`src/core/vrc_pkg.sv`:
```
// constants, codes and types shared by the video ram port controller
`default_nettype none
package vrc_pkg;
  // clock and timing
  localparam int  CLK_PERIOD_NS     = 25;
  localparam real REFRESH_WINDOW_MS = 16.7;
  localparam int  REFRESH_ROWS      = 512;
  localparam int  REFRESH_CYC       =
    int'($floor(REFRESH_WINDOW_MS * 1.0e6 / CLK_PERIOD_NS / REFRESH_ROWS));
  localparam int  PHASE_NS          = 75;
  localparam int  PHASE_CYC         = (PHASE_NS + CLK_PERIOD_NS - 1) / CLK_PERIOD_NS;
  localparam int  DATA_NS           = 150;
  localparam int  DATA_CYC          = (DATA_NS + CLK_PERIOD_NS - 1) / CLK_PERIOD_NS;
  localparam int  SER_PERIOD_NS     = 200;
  localparam int  SER_HALF_CYC      = SER_PERIOD_NS / 2 / CLK_PERIOD_NS;

  // widths
  localparam int ADDR_W  = 9;
  localparam int DATA_W  = 32;
  localparam int REG_AW  = 6;
  localparam int CNT_W   = 11;
  localparam int PH_W    = 4;
  localparam int SPLIT_BIT = 8;

  // register byte offsets
  localparam logic [REG_AW-1:0] REG_CMD     = 6'h00;
  localparam logic [REG_AW-1:0] REG_ADDR    = 6'h04;
  localparam logic [REG_AW-1:0] REG_WDATA   = 6'h08;
  localparam logic [REG_AW-1:0] REG_MASK    = 6'h0C;
  localparam logic [REG_AW-1:0] REG_RDATA   = 6'h10;
  localparam logic [REG_AW-1:0] REG_STATUS  = 6'h14;
  localparam logic [REG_AW-1:0] REG_SERCTL  = 6'h18;
  localparam logic [REG_AW-1:0] REG_SERDATA = 6'h1C;
  localparam logic [REG_AW-1:0] REG_SERADDR = 6'h20;

  // field positions
  localparam int ST_BUSY   = 0;
  localparam int ST_REFP   = 1;
  localparam int ST_HALF   = 2;
  localparam int ST_ROW_LO = 16;
  localparam int CTL_RUN   = 0;
  localparam int CTL_EN    = 1;
  localparam int ADR_ROW_LO = 9;

  localparam logic [DATA_W-1:0] ZERO_WORD = 32'h0000_0000;
  localparam logic [ADDR_W-1:0] ZERO_ADDR = 9'h000;

  // operations written to the command register
  typedef enum logic [3:0] {
    VRC_OP_READ   = 4'h0,
    VRC_OP_WRITE  = 4'h1,
    VRC_OP_MWRITE = 4'h2,
    VRC_OP_BWRITE = 4'h3,
    VRC_OP_XFER   = 4'h4,
    VRC_OP_SPLIT  = 4'h5,
    VRC_OP_RASREF = 4'h6,
    VRC_OP_CBR    = 4'h7
  } vrc_op_t;

  // strobe sequencer states, gray from idle to precharge along the usual path
  typedef enum logic [2:0] {
    VRC_IDLE = 3'b000,
    VRC_ROW  = 3'b001,
    VRC_RAS  = 3'b011,
    VRC_COL  = 3'b010,
    VRC_CAS  = 3'b110,
    VRC_DATA = 3'b111,
    VRC_PRE  = 3'b101,
    VRC_CBR  = 3'b100
  } vrc_state_t;
endpackage : vrc_pkg
`default_nettype wire

```
`src/core/vrc_serial_port.sv`:
```
// serial clock divider and serial word capture for the video ram port
`default_nettype none
module vrc_serial_port
  import vrc_pkg::*;
#(
  parameter int HALF_CYC = SER_HALF_CYC
) (
  input  wire logic              i_clk,
  input  wire logic              i_rst_n,
  input  wire logic              i_run,
  input  wire logic              i_enable,
  input  wire logic              i_hold,
  input  wire logic              i_load,
  input  wire logic [ADDR_W-1:0] i_load_addr,
  input  wire logic [DATA_W-1:0] i_sq,
  input  wire logic              i_half,
  output logic                   o_sclk,
  output logic                   o_se_n,
  output logic [DATA_W-1:0]      o_word,
  output logic                   o_valid,
  output logic [ADDR_W-1:0]      o_addr,
  output logic                   o_half
);
  logic [DATA_W-1:0] sq_meta_q;
  logic [DATA_W-1:0] sq_sync_q;
  logic              half_meta_q;
  logic [PH_W-1:0]   div_q;
  logic              tick;
  logic              rise;
  logic              fall;

  // two-flop synchronisers for the serial pins
  always_ff @(posedge i_clk or negedge i_rst_n) begin
    if (!i_rst_n) begin
      sq_meta_q   <= ZERO_WORD;
      sq_sync_q   <= ZERO_WORD;
      half_meta_q <= 1'b0;
      o_half      <= 1'b0;
    end else begin
      sq_meta_q   <= i_sq;
      sq_sync_q   <= sq_meta_q;
      half_meta_q <= i_half;
      o_half      <= half_meta_q;
    end
  end

  assign tick = i_run && !i_hold && (div_q == PH_W'(HALF_CYC - 1));
  assign rise = tick && !o_sclk;
  assign fall = tick && o_sclk;

  // divider; the clock parks low while stopped or held for a transfer
  always_ff @(posedge i_clk or negedge i_rst_n) begin
    if (!i_rst_n) begin
      div_q  <= '0;
      o_sclk <= 1'b0;
    end else if (!i_run || i_hold) begin
      div_q  <= '0;
      o_sclk <= 1'b0;
    end else if (tick) begin
      div_q  <= '0;
      o_sclk <= ~o_sclk;
    end else begin
      div_q <= div_q + PH_W'(1);
    end
  end

  // address mirror steps on every rising edge, enabled or not
  always_ff @(posedge i_clk or negedge i_rst_n) begin
    if (!i_rst_n) begin
      o_addr <= ZERO_ADDR;
    end else if (i_load) begin
      o_addr <= i_load_addr;
    end else if (rise) begin
      o_addr <= o_addr + ADDR_W'(1);
    end
  end

  // word captured half a period after the rising edge while enabled
  always_ff @(posedge i_clk or negedge i_rst_n) begin
    if (!i_rst_n) begin
      o_se_n  <= 1'b1;
      o_word  <= ZERO_WORD;
      o_valid <= 1'b0;
    end else begin
      o_se_n  <= ~i_enable;
      o_valid <= fall && !o_se_n;
      if (fall && !o_se_n) begin
        o_word <= sq_sync_q;
      end
    end
  end
endmodule : vrc_serial_port
`default_nettype wire

```
`src/core/vrc_ctrl.sv`:
```
// host-side controller driving the strobes, addresses and serial clock of a video ram module
//
// Implementation choices: the placing of the registers and the strobed register port.
`default_nettype none
module vrc_ctrl
  import vrc_pkg::*;
#(
  parameter int REF_CYC   = REFRESH_CYC,
  parameter int PH_CYC    = PHASE_CYC,
  parameter int DAT_CYC   = DATA_CYC,
  parameter int SER_HALF  = SER_HALF_CYC
) (
  input  wire logic              i_clk,
  input  wire logic              i_rst_n,
  input  wire logic [REG_AW-1:0] i_reg_addr,
  input  wire logic [DATA_W-1:0] i_reg_wdata,
  input  wire logic              i_reg_wr,
  input  wire logic              i_reg_rd,
  output logic [DATA_W-1:0]      o_reg_rdata,
  output logic                   o_ras_n,
  output logic                   o_cas_n,
  output logic [ADDR_W-1:0]      o_multiplexed_address_lines,
  output logic                   o_transfer_or_output_enable_n,
  output logic                   o_mask_or_write_enable_n,
  output logic                   o_special_function_select,
  output logic [DATA_W-1:0]      o_random_data_lines,
  output logic                   o_random_data_lines_oe,
  input  wire logic [DATA_W-1:0] i_random_data_lines,
  output logic                   o_serial_shift_clock,
  output logic                   o_serial_port_enable_n,
  input  wire logic [DATA_W-1:0] i_serial_data_outputs,
  input  wire logic              i_serial_half_status
);
  vrc_state_t        state_q, state_d;
  vrc_op_t           op_q, cmd_op_q;
  logic              cmd_pend_q;
  logic [PH_W-1:0]   phase_q;
  logic              phase_done;
  logic [17:0]       addr_q;
  logic [DATA_W-1:0] wdata_q, mask_q, rdata_q;
  logic [DATA_W-1:0] dq_meta_q, dq_sync_q;
  logic [CNT_W-1:0]  ref_cnt_q;
  logic              ref_pend_q;
  logic              ref_take;
  logic [ADDR_W-1:0] ref_rows_q;
  logic              ser_run_q, ser_en_q;
  logic [DATA_W-1:0] ser_word;
  logic [ADDR_W-1:0] ser_addr;
  logic              ser_half, ser_hold, ser_load;
  logic [ADDR_W-1:0] row, col;
  logic              ras_d, cas_d, trn_d, mwe_d, spf_d, oe_d;
  logic [ADDR_W-1:0] adr_d;
  logic [DATA_W-1:0] dq_d;

  function automatic logic is_write(input vrc_op_t op);
    return (op == VRC_OP_WRITE) || (op == VRC_OP_MWRITE) || (op == VRC_OP_BWRITE);
  endfunction

  function automatic logic is_xfer(input vrc_op_t op);
    return (op == VRC_OP_XFER) || (op == VRC_OP_SPLIT);
  endfunction

  assign row = addr_q[ADR_ROW_LO +: ADDR_W];
  // top start address bit dropped for split transfers
  assign col = (op_q == VRC_OP_SPLIT) ? {1'b0, addr_q[SPLIT_BIT-1:0]} : addr_q[ADDR_W-1:0];
  assign phase_done = (phase_q == '0);

  // two-flop synchroniser for the random data lines
  always_ff @(posedge i_clk or negedge i_rst_n) begin
    if (!i_rst_n) begin
      dq_meta_q <= ZERO_WORD;
      dq_sync_q <= ZERO_WORD;
    end else begin
      dq_meta_q <= i_random_data_lines;
      dq_sync_q <= dq_meta_q;
    end
  end

  // refresh timer spreads one cbr per slot over the window
  assign ref_take = (state_q == VRC_IDLE) && ref_pend_q;
  always_ff @(posedge i_clk or negedge i_rst_n) begin
    if (!i_rst_n) begin
      ref_cnt_q  <= '0;
      ref_pend_q <= 1'b0;
      ref_rows_q <= ZERO_ADDR;
    end else begin
      if (ref_cnt_q == CNT_W'(REF_CYC - 1)) begin
        ref_cnt_q <= '0;
      end else begin
        ref_cnt_q <= ref_cnt_q + CNT_W'(1);
      end
      // a new slot wins over the take in the same cycle
      ref_pend_q <= (ref_cnt_q == CNT_W'(REF_CYC - 1)) || (ref_pend_q && !ref_take);
      if (ref_take) begin
        ref_rows_q <= ref_rows_q + ADDR_W'(1);
      end
    end
  end

  // sequencer; refresh has priority, one strobe cycle at a time
  always_comb begin
    state_d = state_q;
    case (state_q)
      VRC_IDLE: begin
        if (ref_pend_q) begin
          state_d = VRC_CBR;
        end else if (cmd_pend_q) begin
          // a commanded cbr also lowers the column strobe first
          state_d = (cmd_op_q == VRC_OP_CBR) ? VRC_CBR : VRC_ROW;
        end
      end
      VRC_ROW:  if (phase_done) state_d = VRC_RAS;
      VRC_CBR:  if (phase_done) state_d = VRC_RAS;
      VRC_RAS: begin
        if (phase_done) begin
          state_d = ((op_q == VRC_OP_CBR) || (op_q == VRC_OP_RASREF)) ? VRC_PRE : VRC_COL;
        end
      end
      VRC_COL:  if (phase_done) state_d = VRC_CAS;
      VRC_CAS:  if (phase_done) state_d = VRC_DATA;
      VRC_DATA: if (phase_done) state_d = VRC_PRE;
      VRC_PRE:  if (phase_done) state_d = VRC_IDLE;
      default:  state_d = VRC_IDLE;
    endcase
  end

  always_ff @(posedge i_clk or negedge i_rst_n) begin
    if (!i_rst_n) begin
      state_q <= VRC_IDLE;
      phase_q <= '0;
      op_q    <= VRC_OP_READ;
    end else begin
      state_q <= state_d;
      if (state_d != state_q) begin
        phase_q <= (state_d == VRC_DATA) ? PH_W'(DAT_CYC - 1) : PH_W'(PH_CYC - 1);
      end else if (!phase_done) begin
        phase_q <= phase_q - PH_W'(1);
      end
      if (state_q == VRC_IDLE && ref_pend_q) begin
        op_q <= VRC_OP_CBR;
      end else if (state_q == VRC_IDLE && cmd_pend_q) begin
        op_q <= cmd_op_q;
      end
    end
  end

  // pin levels for the coming state, registered so each pin is a flop
  always_comb begin
    ras_d = 1'b1;
    cas_d = 1'b1;
    trn_d = 1'b1;
    mwe_d = 1'b1;
    spf_d = 1'b0;
    oe_d  = 1'b0;
    adr_d = ZERO_ADDR;
    dq_d  = ZERO_WORD;
    case (state_d)
      VRC_ROW, VRC_RAS: begin
        ras_d = (state_d != VRC_RAS);
        adr_d = row;
        cas_d = !((op_q == VRC_OP_CBR) && (state_d == VRC_RAS));
        trn_d = !is_xfer(op_q);
        mwe_d = !(op_q == VRC_OP_MWRITE);
        spf_d = (op_q == VRC_OP_SPLIT);
        oe_d  = (op_q == VRC_OP_MWRITE);
        dq_d  = (op_q == VRC_OP_MWRITE) ? mask_q : ZERO_WORD;
      end
      VRC_CBR: begin
        cas_d = 1'b0;                                       // column strobe leads
      end
      VRC_COL, VRC_CAS, VRC_DATA: begin
        ras_d = 1'b0;
        cas_d = (state_d == VRC_COL);
        adr_d = col;
        mwe_d = !is_write(op_q);
        spf_d = (op_q == VRC_OP_BWRITE);
        oe_d  = is_write(op_q);
        dq_d  = wdata_q;
        trn_d = !((op_q == VRC_OP_READ) && (state_d == VRC_DATA));
      end
      default: begin
        ras_d = 1'b1;
      end
    endcase
  end

  always_ff @(posedge i_clk or negedge i_rst_n) begin
    if (!i_rst_n) begin
      o_ras_n                       <= 1'b1;
      o_cas_n                       <= 1'b1;
      o_multiplexed_address_lines   <= ZERO_ADDR;
      o_transfer_or_output_enable_n <= 1'b1;
      o_mask_or_write_enable_n      <= 1'b1;
      o_special_function_select     <= 1'b0;
      o_random_data_lines           <= ZERO_WORD;
      o_random_data_lines_oe        <= 1'b0;
    end else begin
      o_ras_n                       <= ras_d;
      o_cas_n                       <= cas_d;
      o_multiplexed_address_lines   <= adr_d;
      o_transfer_or_output_enable_n <= trn_d;
      o_mask_or_write_enable_n      <= mwe_d;
      o_special_function_select     <= spf_d;
      o_random_data_lines           <= dq_d;
      o_random_data_lines_oe        <= oe_d;
    end
  end

  // serial clock stops for the whole transfer cycle
  assign ser_hold = is_xfer(op_q) && (state_q != VRC_IDLE);
  assign ser_load = is_xfer(op_q) && (state_q == VRC_PRE) && phase_done;

  vrc_serial_port #(
    .HALF_CYC (SER_HALF)
  ) u_serial (
    .i_clk       (i_clk),
    .i_rst_n     (i_rst_n),
    .i_run       (ser_run_q),
    .i_enable    (ser_en_q),
    .i_hold      (ser_hold),
    .i_load      (ser_load),
    .i_load_addr (col),
    .i_sq        (i_serial_data_outputs),
    .i_half      (i_serial_half_status),
    .o_sclk      (o_serial_shift_clock),
    .o_se_n      (o_serial_port_enable_n),
    .o_word      (ser_word),
    .o_valid     (),
    .o_addr      (ser_addr),
    .o_half      (ser_half)
  );

  // register writes; a command is refused while one is outstanding
  always_ff @(posedge i_clk or negedge i_rst_n) begin
    if (!i_rst_n) begin
      cmd_pend_q <= 1'b0;
      cmd_op_q   <= VRC_OP_READ;
      addr_q     <= '0;
      wdata_q    <= ZERO_WORD;
      mask_q     <= ZERO_WORD;
      ser_run_q  <= 1'b0;
      ser_en_q   <= 1'b0;
    end else begin
      if (state_q == VRC_IDLE && !ref_pend_q && cmd_pend_q) begin
        cmd_pend_q <= 1'b0;
      end else if (i_reg_wr && i_reg_addr == REG_CMD && !cmd_pend_q && state_q == VRC_IDLE) begin
        cmd_pend_q <= 1'b1;
        cmd_op_q   <= vrc_op_t'(i_reg_wdata[3:0]);
      end
      if (i_reg_wr && i_reg_addr == REG_ADDR) begin
        addr_q <= i_reg_wdata[17:0];
      end else if (i_reg_wr && i_reg_addr == REG_WDATA) begin
        wdata_q <= i_reg_wdata;
      end else if (i_reg_wr && i_reg_addr == REG_MASK) begin
        mask_q <= i_reg_wdata;
      end else if (i_reg_wr && i_reg_addr == REG_SERCTL) begin
        ser_run_q <= i_reg_wdata[CTL_RUN];
        ser_en_q  <= i_reg_wdata[CTL_EN];
      end
    end
  end

  // read word captured at the end of the output-enable phase
  always_ff @(posedge i_clk or negedge i_rst_n) begin
    if (!i_rst_n) begin
      rdata_q <= ZERO_WORD;
    end else if (state_q == VRC_DATA && phase_done && op_q == VRC_OP_READ) begin
      rdata_q <= dq_sync_q;
    end
  end

  // register reads, data one cycle after the strobe, zero elsewhere
  always_ff @(posedge i_clk or negedge i_rst_n) begin
    if (!i_rst_n) begin
      o_reg_rdata <= ZERO_WORD;
    end else if (!i_reg_rd) begin
      o_reg_rdata <= ZERO_WORD;
    end else if (i_reg_addr == REG_ADDR) begin
      o_reg_rdata <= {14'h0000, addr_q};
    end else if (i_reg_addr == REG_WDATA) begin
      o_reg_rdata <= wdata_q;
    end else if (i_reg_addr == REG_MASK) begin
      o_reg_rdata <= mask_q;
    end else if (i_reg_addr == REG_RDATA) begin
      o_reg_rdata <= rdata_q;
    end else if (i_reg_addr == REG_STATUS) begin
      o_reg_rdata <= {7'h00, ref_rows_q, 13'h0000, ser_half, ref_pend_q,
                      (cmd_pend_q || state_q != VRC_IDLE)};
    end else if (i_reg_addr == REG_SERCTL) begin
      o_reg_rdata <= {30'h0000_0000, ser_en_q, ser_run_q};
    end else if (i_reg_addr == REG_SERDATA) begin
      o_reg_rdata <= ser_word;
    end else if (i_reg_addr == REG_SERADDR) begin
      o_reg_rdata <= {23'h00_0000, ser_addr};
    end else begin
      o_reg_rdata <= ZERO_WORD;
    end
  end
endmodule : vrc_ctrl
`default_nettype wire

```
`config.mk`:
```
export PLATFORM = sky130hd
export DESIGN_NAME = vrc_ctrl
export DESIGN_NICKNAME = d
export VERILOG_FILES = /design/src/core/vrc_pkg.sv /design/src/core/vrc_serial_port.sv /design/src/core/vrc_ctrl.sv
export SDC_FILE = /design/constraint.sdc
export NUM_CORES = 1
export LEC_CHECK = 0
export BUFFER_PORTS_ARGS = -buffer_cell sky130_fd_sc_hd__buf_4
export CORE_MARGIN = 1
export CORE_UTILIZATION = 58
export DETAILED_ROUTE_END_ITERATION = 10
export PLACE_DENSITY = 0.9
export SLEW_MARGIN = 10
export SYNTH_ARGS = -nofsm -noshare
export SYNTH_HDL_FRONTEND = slang
export SYNTH_SLANG_ARGS = --single-unit
```
`constraint.sdc`:
```
create_clock -name i_clk -period 2.6 [get_ports i_clk]
set_input_delay 0.52 -clock i_clk [delete_from_list [all_inputs] [get_ports i_clk]]
set_output_delay 0.52 -clock i_clk [all_outputs]
set_load 0.005 [all_outputs]
```
Yosys cells after proc, flatten, opt, wreduce, memory -nomap -nowiden

Cells that the tools add are included.

$add $sub $neg: 5
Multipliers: 0
Divide/modulo/power cells: 0
Magnitude comparators: 0
Eq/ne operators: 34
Shift operators: 0
Muxes and demuxes: 44
Bitwise operators: 6
Reductions and logical operators: 59

Operators by type and width:

| operator                                                         | count |
|---|---|
| 32-bit 2-to-1 mux                                                | 9 |
| 32-bit case mux with 2 select lines                              | 1 |
| 9-bit 2-to-1 mux                                                 | 4 |
| 3-bit 2-to-1 mux                                                 | 11 |
| 6-bit by 5-bit == test with 1-bit output (second input constant) | 4 |
| 1-bit logical AND                                                | 24 |
| 4-bit 2-to-1 mux                                                 | 6 |
| 3-bit == test (second input constant)                            | 7 |
| 3-bit case mux with 7 select lines                               | 1 |
| 4-bit by 3-bit == test with 1-bit output (second input constant) | 5 |
| 9-bit by 1-bit adder with 9-bit output (second input constant)   | 2 |
| 9-bit case mux with 2 select lines                               | 1 |
| 3-bit by 2-bit == test with 1-bit output (second input constant) | 4 |
| 4-bit by 2-bit == test with 1-bit output (second input constant) | 3 |
| 6-bit by 4-bit == test with 1-bit output (second input constant) | 2 |
| 1-bit logical NOT                                                | 12 |
| 11-bit by 1-bit adder with 11-bit output (second input constant) | 1 |
| 11-bit == test (second input constant)                           | 1 |
| 11-bit 2-to-1 mux                                                | 1 |
| 1-bit case mux with 2 select lines                               | 5 |
| 4-bit logical NOT                                                | 2 |
| 2-bit nonzero test                                               | 4 |
| 1-bit logical OR                                                 | 7 |
| 3-bit by 1-bit == test with 1-bit output (second input constant) | 2 |
| 19 further kinds                                                 | 29 |

Register bits after elaboration: 409
Bits in latches: 0
Memory bits (writable): 0
Bits in read-only memories: 0
Bits of input ports: 107
Output and inout bits: 81
Word-level logic and storage cells: 182
Memories: 0

Logic depth before layout (Yosys ltp)

Depth after elaboration: 10
Depth in mapped cells: 9
Depth with buffers taken out: 8

Hierarchy

A second synthesis with hierarchy kept.

Cells, all modules: 1,165
Area total of the unflattened synthesis: 15,641.3 um^2

By module, submodules not included:

| module          | instances | cells each | area each (um^2) | seq. area each (um^2) |
|---|---|---|---|---|
| vrc_ctrl        | 1         | 952        | 11,990.2         | 7,412.1 |
| vrc_serial_port | 1         | 213        | 3,651.0          | 2,854.0 |

Least setup slack after synthesis

Ideal clock, no wire load.

Path type: register to register
From: register phase_q[0]
To: register o_multiplexed_address_lines[1]
Library setup time: 0.135 ns
Arrival: 2.146 ns
Slack: 0.319 ns
Cell stages (with the launch flop): 10
Path buffers: 1
Cells stage by stage: dfrtp_1 -> inv_1 -> ha_1 -> or3b_1 -> o21a_1 -> a2111oi_4 -> inv_1 -> clkbuf_1 -> nand3_1 -> o21ai_0

Cells in the longest elaborated chain, start to end: 6

RTL lines:

| element                                                  | RTL line        | text |
|---|---|---|
| start: declaration                                       | vrc_ctrl.sv:37  | `logic [PH_W-1:0] phase_q;` |
| start signal: assignment                                 | vrc_ctrl.sv:135 | `phase_q <= (state_d == VRC_DATA) ? PH_W'(DAT_CYC - 1) : PH_W'(PH_CYC - 1);` |
| start signal: assignment                                 | vrc_ctrl.sv:137 | `phase_q <= phase_q - PH_W'(1);` |
| 4-bit logical NOT *                                      | vrc_ctrl.sv:66  | `assign phase_done = (phase_q == '0);` |
| 3-bit 2-to-1 mux (tied with other cells)                 | vrc_ctrl.sv:122 | `VRC_PRE: if (phase_done) state_d = VRC_IDLE;` |
| 3-bit case mux with 7 select lines *                     | vrc_ctrl.sv:103 | `case (state_q)` |
| named net state_d[0]                                     | vrc_ctrl.sv:34  | `vrc_state_t state_q, state_d;` |
| 3-bit == test (tied with other cells)                    | vrc_ctrl.sv:157 | `case (state_d)` |
| 3-bit OR reduction or 2-bit OR reduction (tied branches) | vrc_ctrl.sv:157 |  |
| 9-bit case mux with 2 select lines *                     | vrc_ctrl.sv:157 |  |
| named net adr_d[1]                                       | vrc_ctrl.sv:52  | `logic [ADDR_W-1:0] adr_d;` |
| end signal: assignment                                   | vrc_ctrl.sv:200 | `o_multiplexed_address_lines <= adr_d;` |
| end: declaration                                         | vrc_ctrl.sv:22  | `output logic [ADDR_W-1:0] o_multiplexed_address_lines,` |

The timed path passes the listed nets; every way through them passes the cells marked *.
A chain may end at the register's enable or synchronous reset.

Worst setup path in the final report

From: register phase_q[0]
To: register o_random_data_lines[19]

Cells in the longest elaborated chain, start to end: 6

RTL lines:

| element                                                  | RTL line        | text |
|---|---|---|
| 4-bit logical NOT *                                      | vrc_ctrl.sv:66  |  |
| 3-bit 2-to-1 mux (tied with other cells)                 | vrc_ctrl.sv:122 |  |
| 3-bit case mux with 7 select lines *                     | vrc_ctrl.sv:103 |  |
| named net state_d[2]                                     | vrc_ctrl.sv:34  |  |
| 3-bit == test (tied with other cells)                    | vrc_ctrl.sv:157 |  |
| 3-bit OR reduction or 2-bit OR reduction (tied branches) | vrc_ctrl.sv:157 |  |
| 32-bit case mux with 2 select lines *                    | vrc_ctrl.sv:157 |  |
| named net dq_d[19]                                       | vrc_ctrl.sv:53  | `logic [DATA_W-1:0] dq_d;` |
| end signal: assignment                                   | vrc_ctrl.sv:204 | `o_random_data_lines <= dq_d;` |
| end: declaration                                         | vrc_ctrl.sv:26  | `output logic [DATA_W-1:0] o_random_data_lines,` |

Marks and branches as above.

==> parameters.txt <==
Parameter                              Value

Routing
  DRC violation total after the first TritonRoute iteration ... 1205
  Average detailed-routed wire length per instance ... 23.41 um
  Wire length reported by the detailed router ... 40170 um
  Via-per-instance ratio ... 6.072
  Total number of vias ... 10419
  Number of design rule violations left after detail routing ... 8
  Initial DRT Pass Iterations ... 11
  Antenna violation net count after detailed routing ... 0

Timing
  Finish-stage setup viols ... 0
  Unrepaired setup endpoints after global routing ... no
  Final min period ... 2451 ps
  Pin slew with the least headroom to its limit ... 618.2 ps
  Max-slew violations ... 0
  Aggregate negative setup slack ... 0 ps
  Clock Skews ... 20.55 ps
  Max-slew headroom ... 58.74%
  Maximum clock rate ... 407.9 MHz
  Final Hold Fails ... 0
  Period Utilization, post-route ... 94.29%

Power and ir drop
  Leak ... 9.062 nW
  Sw Ratio ... 28.23%
  Cell-internal power ... 0.01218 W
  Peak supply drop ... 633.0 uV
  Power density relative to cell area ... 896.1 nW/um^2
  Gate power share ... 19.5%
  Portion of total power attributed to the clock network ... 34.2%
  Sequential group share of total power ... 46.3%
  Net Sw Power ... 0.004792 W

Finish
  Number of nets in the layout ... 1462
  Core utilization of the finished layout ... 72.49%
  Antenna Diode Count ... 0
  Signed area change from the synthesized netlist to the final layout ... 22.59%
  Fraction of layout instances using a drive strength above 1 ... 35.26%

Run status
  Failing checks ... design-rule violations
  Result of the run ... complete, but fails checks

Clocking
  Clk Latency, worst-skew pair ... 530 ps
  Buffer cell driving the clock tree root ... sky130_fd_sc_hd__clkbuf_16
  Number of clock buffers inserted by TritonCTS ... 40
  Buffer depth of the longest clock path ... 3
  CTS HTree Levels ... 2
  Clock-pin slew on the worst setup and hold paths ... 60 ps
  Sinks on Clock Net ... 409
  Post-CTS Setup Inserts ... 0
  TritonCTS clock tree ... built

Worst setup path
  Biggest fanout along the worst timing path ... 28
  Critical path launch point type ... register
  Worst setup EP type ... register
  Critical path start-end classification ... register to register
  Arrival time at the worst endpoint ... 2890 ps
  Maximum cell stage delay along the critical path ... 450 ps
  Series of cell instances along the critical path ... inv_1, ha_1, nor3b_4, o32ai_1, or3_1, inv_2, nor2_4, buf_12, mux2i_1
  Slowest stage cell on the critical path ... sky130_fd_sc_hd__o32ai_1
  Worst path required time ... 3040 ps

Logic synthesis
  Number of synthesized flops with an enable pin ... 0
  Main flop type after synthesis ... sky130_fd_sc_hd__dfrtp_1
  Distinct cell type count of the synthesized netlist ... 70
  Nets in the synthesized netlist ... 1235
  Async SR Flop Fraction ... 100.0%
  Largest area contributor in the netlist ... sky130_fd_sc_hd__dfrtp_1
  Mean instance size in the synthesized netlist ... 13.76 um^2
  Register bit count reported by yosys ... 409
  Dominant cells by area after synthesis ... sky130_fd_sc_hd__dfrtp_1, sky130_fd_sc_hd__mux2_2, sky130_fd_sc_hd__mux2_4
  Sequential element share of the synthesized area ... 66.28%
  Synthesized netlist cell count ... 1123
  Share of Yosys cell area claimed by the top area cell type ... 65.43%
  Count of synthesis-stage warnings from yosys ... 0
  Netlist area before placement ... 15450 um^2

Global route
  Tot GR Track Use ... 30.45%
  GR peak layer ... met2
  Pin count of the biggest net entering global routing ... 80
  Global routing usage on met3 ... 7.767%
  GR Util met1 ... 38.93%
  Vias in the first global route ... 10993
  Number of antenna violations at the first check in global routing ... 1
  Met2 track utilization from global routing ... 48.93%
  Global-route wire length before repair ... 61600 um
  Residual overflow from global routing ... 0

Placement
  Detailed-placement wirelength estimate ... 26260 um
  Placer congestion estimate ... 0.9288
  Number of input and output port buffers inserted ... 187

Floorplanning
  Count of standard-cell rows ... 59
  Num ports ... 188
  Effective utilization at floorplan ... 59.13%
  Die H ... 165.2 um
  Area of the placeable core ... 26130 um^2
  Die outline width ... 165.2 um
  Total Die Area ... 27300 um^2

Run
  MaxCap Viol Count ... 0

Hold path
  Hold Path Class ... input pin to register
-- metal layers --
| layer | wire (um) | part of all wire, % | up-vias |
|---|---|---|---|
| li1 | - | - | 4431 |
| met1 | 14910 | 37 | 5259 |
| met2 | 19720 | 49 | 599 |
| met3 | 3757 | 9.4 | 130 |
| met4 | 1788 | 4.5 | 0 |
| met5 | 0 | 0 | - |
-- stage by stage --
stage | instance area [um^2] | worst slack [ps] | power (W) | hold slack [ps] | cells
floorplan | 15450 | 318.8 | 0.009561 | 224.4 | 1123
global placement | 17580 | 183.2 | 0.01098 | 331.8 | 1642
detailed placement | 17580 | 88.21 | 0.01112 | 334.7 | 1642
CTS | 18930 | 13.32 | 0.01694 | 77.75 | 1716
global route | 18940 | 9.146 | 0.01756 | 74.61 | 1716
finish | 18940 | 148.5 | 0.01698 | 90.15 | 1716
-- path summary, 6_finish.rpt --
kind,from,end,slack [ps],cells past startpoint
max,phase_q[0],o_random_data_lines[19],150,9
min,i_serial_data_outputs[4],u_serial.sq_meta_q[4],90,1
max reg2reg,phase_q[0],o_random_data_lines[19],150,9
min reg2reg,dq_meta_q[8],dq_sync_q[8],340,0
max in group asynchronous,i_rst_n,u_serial.o_word[1],1230,3
min in group asynchronous,i_rst_n,o_reg_rdata[25],540,2
-- timing repair --
action                                 4_1_cts  5_1_grt
endpoints found under the hold margin       59        0
setup endpoints to repair                    0       37
hold buffers                                 1        0
resized for setup                            0        5
-- critical path, delay by kind of cell (launching register included) --
kind,cells,cell delay [ps]
buf+inv,3,380
fa+ha+maj,1,270
compound gates,1,450
flops,1,380
simple gates,3,600
mux,1,260
-- power groups by stage --
stage | Sequential (W) | Combinational, W | Clock, W
finish | 0.00786 | 0.00331 | 0.00581
floorplan | 0.00770 | 0.00186 | 0
global placement | 0.00788 | 0.00310 | 0
detailed placement | 0.00791 | 0.00321 | 0
CTS | 0.00783 | 0.00326 | 0.00585
global route | 0.00792 | 0.00354 | 0.00610
-- cells by family after synthesis --
kind of cell,after synthesis,synth area share [%]
DFF,409,66.28
AOI/OAI and AO/OA,174,7.749
buffers and inverters,71,2.000
and+or+nand+nor,249,7.781
adders and majority gates,5,0.4049
muxes,195,14.66
xor gates and xnor gates,20,1.134
-- flip-flops by register name, summed over array words and instances, names as in the netlist, 3 cells and up --
name and count:
mask_q 32, phase_q 4, cmd_op_q 4, u_serial.sq_sync_q 32, o_random_data_lines 32, dq_meta_q 32
o_reg_rdata 32, u_serial.o_addr 9, u_serial.div_q 4, op_q 4, u_serial.o_word 32, dq_sync_q 32
ref_cnt_q 11, wdata_q 32, state_q 3, u_serial.sq_meta_q 32, rdata_q 32, o_multiplexed_address_lines 9
ref_rows_q 9, addr_q 18
-- synthesized netlist by cell type (7+ instances only) --
library cell	count
sky130_fd_sc_hd__a222oi_1	8
sky130_fd_sc_hd__a21oi_1	37
sky130_fd_sc_hd__nand3_1	26
sky130_fd_sc_hd__clkbuf_1	36
sky130_fd_sc_hd__xnor2_1	12
sky130_fd_sc_hd__mux2_2	130
sky130_fd_sc_hd__xor2_1	8
sky130_fd_sc_hd__a22o_1	7
sky130_fd_sc_hd__nand2_1	108
sky130_fd_sc_hd__buf_2	7
sky130_fd_sc_hd__o21ai_0	28
sky130_fd_sc_hd__mux2_4	30
sky130_fd_sc_hd__and3_1	13
sky130_fd_sc_hd__a22oi_1	45
sky130_fd_sc_hd__a31oi_1	12
sky130_fd_sc_hd__buf_1	9
sky130_fd_sc_hd__dfrtp_1	404
sky130_fd_sc_hd__inv_1	11
sky130_fd_sc_hd__nor2_1	44
sky130_fd_sc_hd__mux2i_1	35
-- placed cells by master (no fill, tap or decap), types with 5 or more instances in the layout --
master | synthesis | routed
sky130_fd_sc_hd__and2_1 | 5 | 5
sky130_fd_sc_hd__nor2_1 | 44 | 43
sky130_fd_sc_hd__a31oi_1 | 12 | 12
sky130_fd_sc_hd__a22o_1 | 7 | 7
sky130_fd_sc_hd__mux2_4 | 30 | 30
sky130_fd_sc_hd__inv_1 | 11 | 10
sky130_fd_sc_hd__nand2_1 | 108 | 107
sky130_fd_sc_hd__a22oi_1 | 45 | 45
sky130_fd_sc_hd__nand4_1 | 6 | 6
sky130_fd_sc_hd__or3_1 | 5 | 5
sky130_fd_sc_hd__o21ai_0 | 28 | 28
sky130_fd_sc_hd__clkbuf_8 | 0 | 8
sky130_fd_sc_hd__buf_4 | 3 | 231
sky130_fd_sc_hd__nand3_1 | 26 | 25
sky130_fd_sc_hd__a211o_1 | 6 | 6
sky130_fd_sc_hd__mux2i_1 | 35 | 35
sky130_fd_sc_hd__buf_12 | 0 | 10
sky130_fd_sc_hd__ha_1 | 5 | 5
sky130_fd_sc_hd__clkbuf_1 | 36 | 12
sky130_fd_sc_hd__a222oi_1 | 8 | 8
sky130_fd_sc_hd__dfstp_2 | 5 | 5
sky130_fd_sc_hd__dfrtp_1 | 404 | 404
sky130_fd_sc_hd__xor2_1 | 8 | 8
sky130_fd_sc_hd__nor3_1 | 5 | 5
sky130_fd_sc_hd__a21oi_1 | 37 | 37
sky130_fd_sc_hd__xnor2_1 | 12 | 12
sky130_fd_sc_hd__clkbuf_16 | 0 | 42
sky130_fd_sc_hd__mux2_2 | 130 | 130
sky130_fd_sc_hd__and3_1 | 13 | 13
-- final cells by class --
| type | count | area (um^2) |
|---|---|---|
| repair buffers | 243 | 1959 |
| flip-flops and latches | 409 | 10240 |
| inverters | 13 | 51.30 |
| multi-input cells | 643 | 4931 |
| well taps | 335 | 419.2 |
| clock buffers | 62 | 1206 |
| clock inverters | 11 | 135.1 |
| fillers | 1605 | 7189 |
No activity file was read; power rests on OpenSTA's default activity.
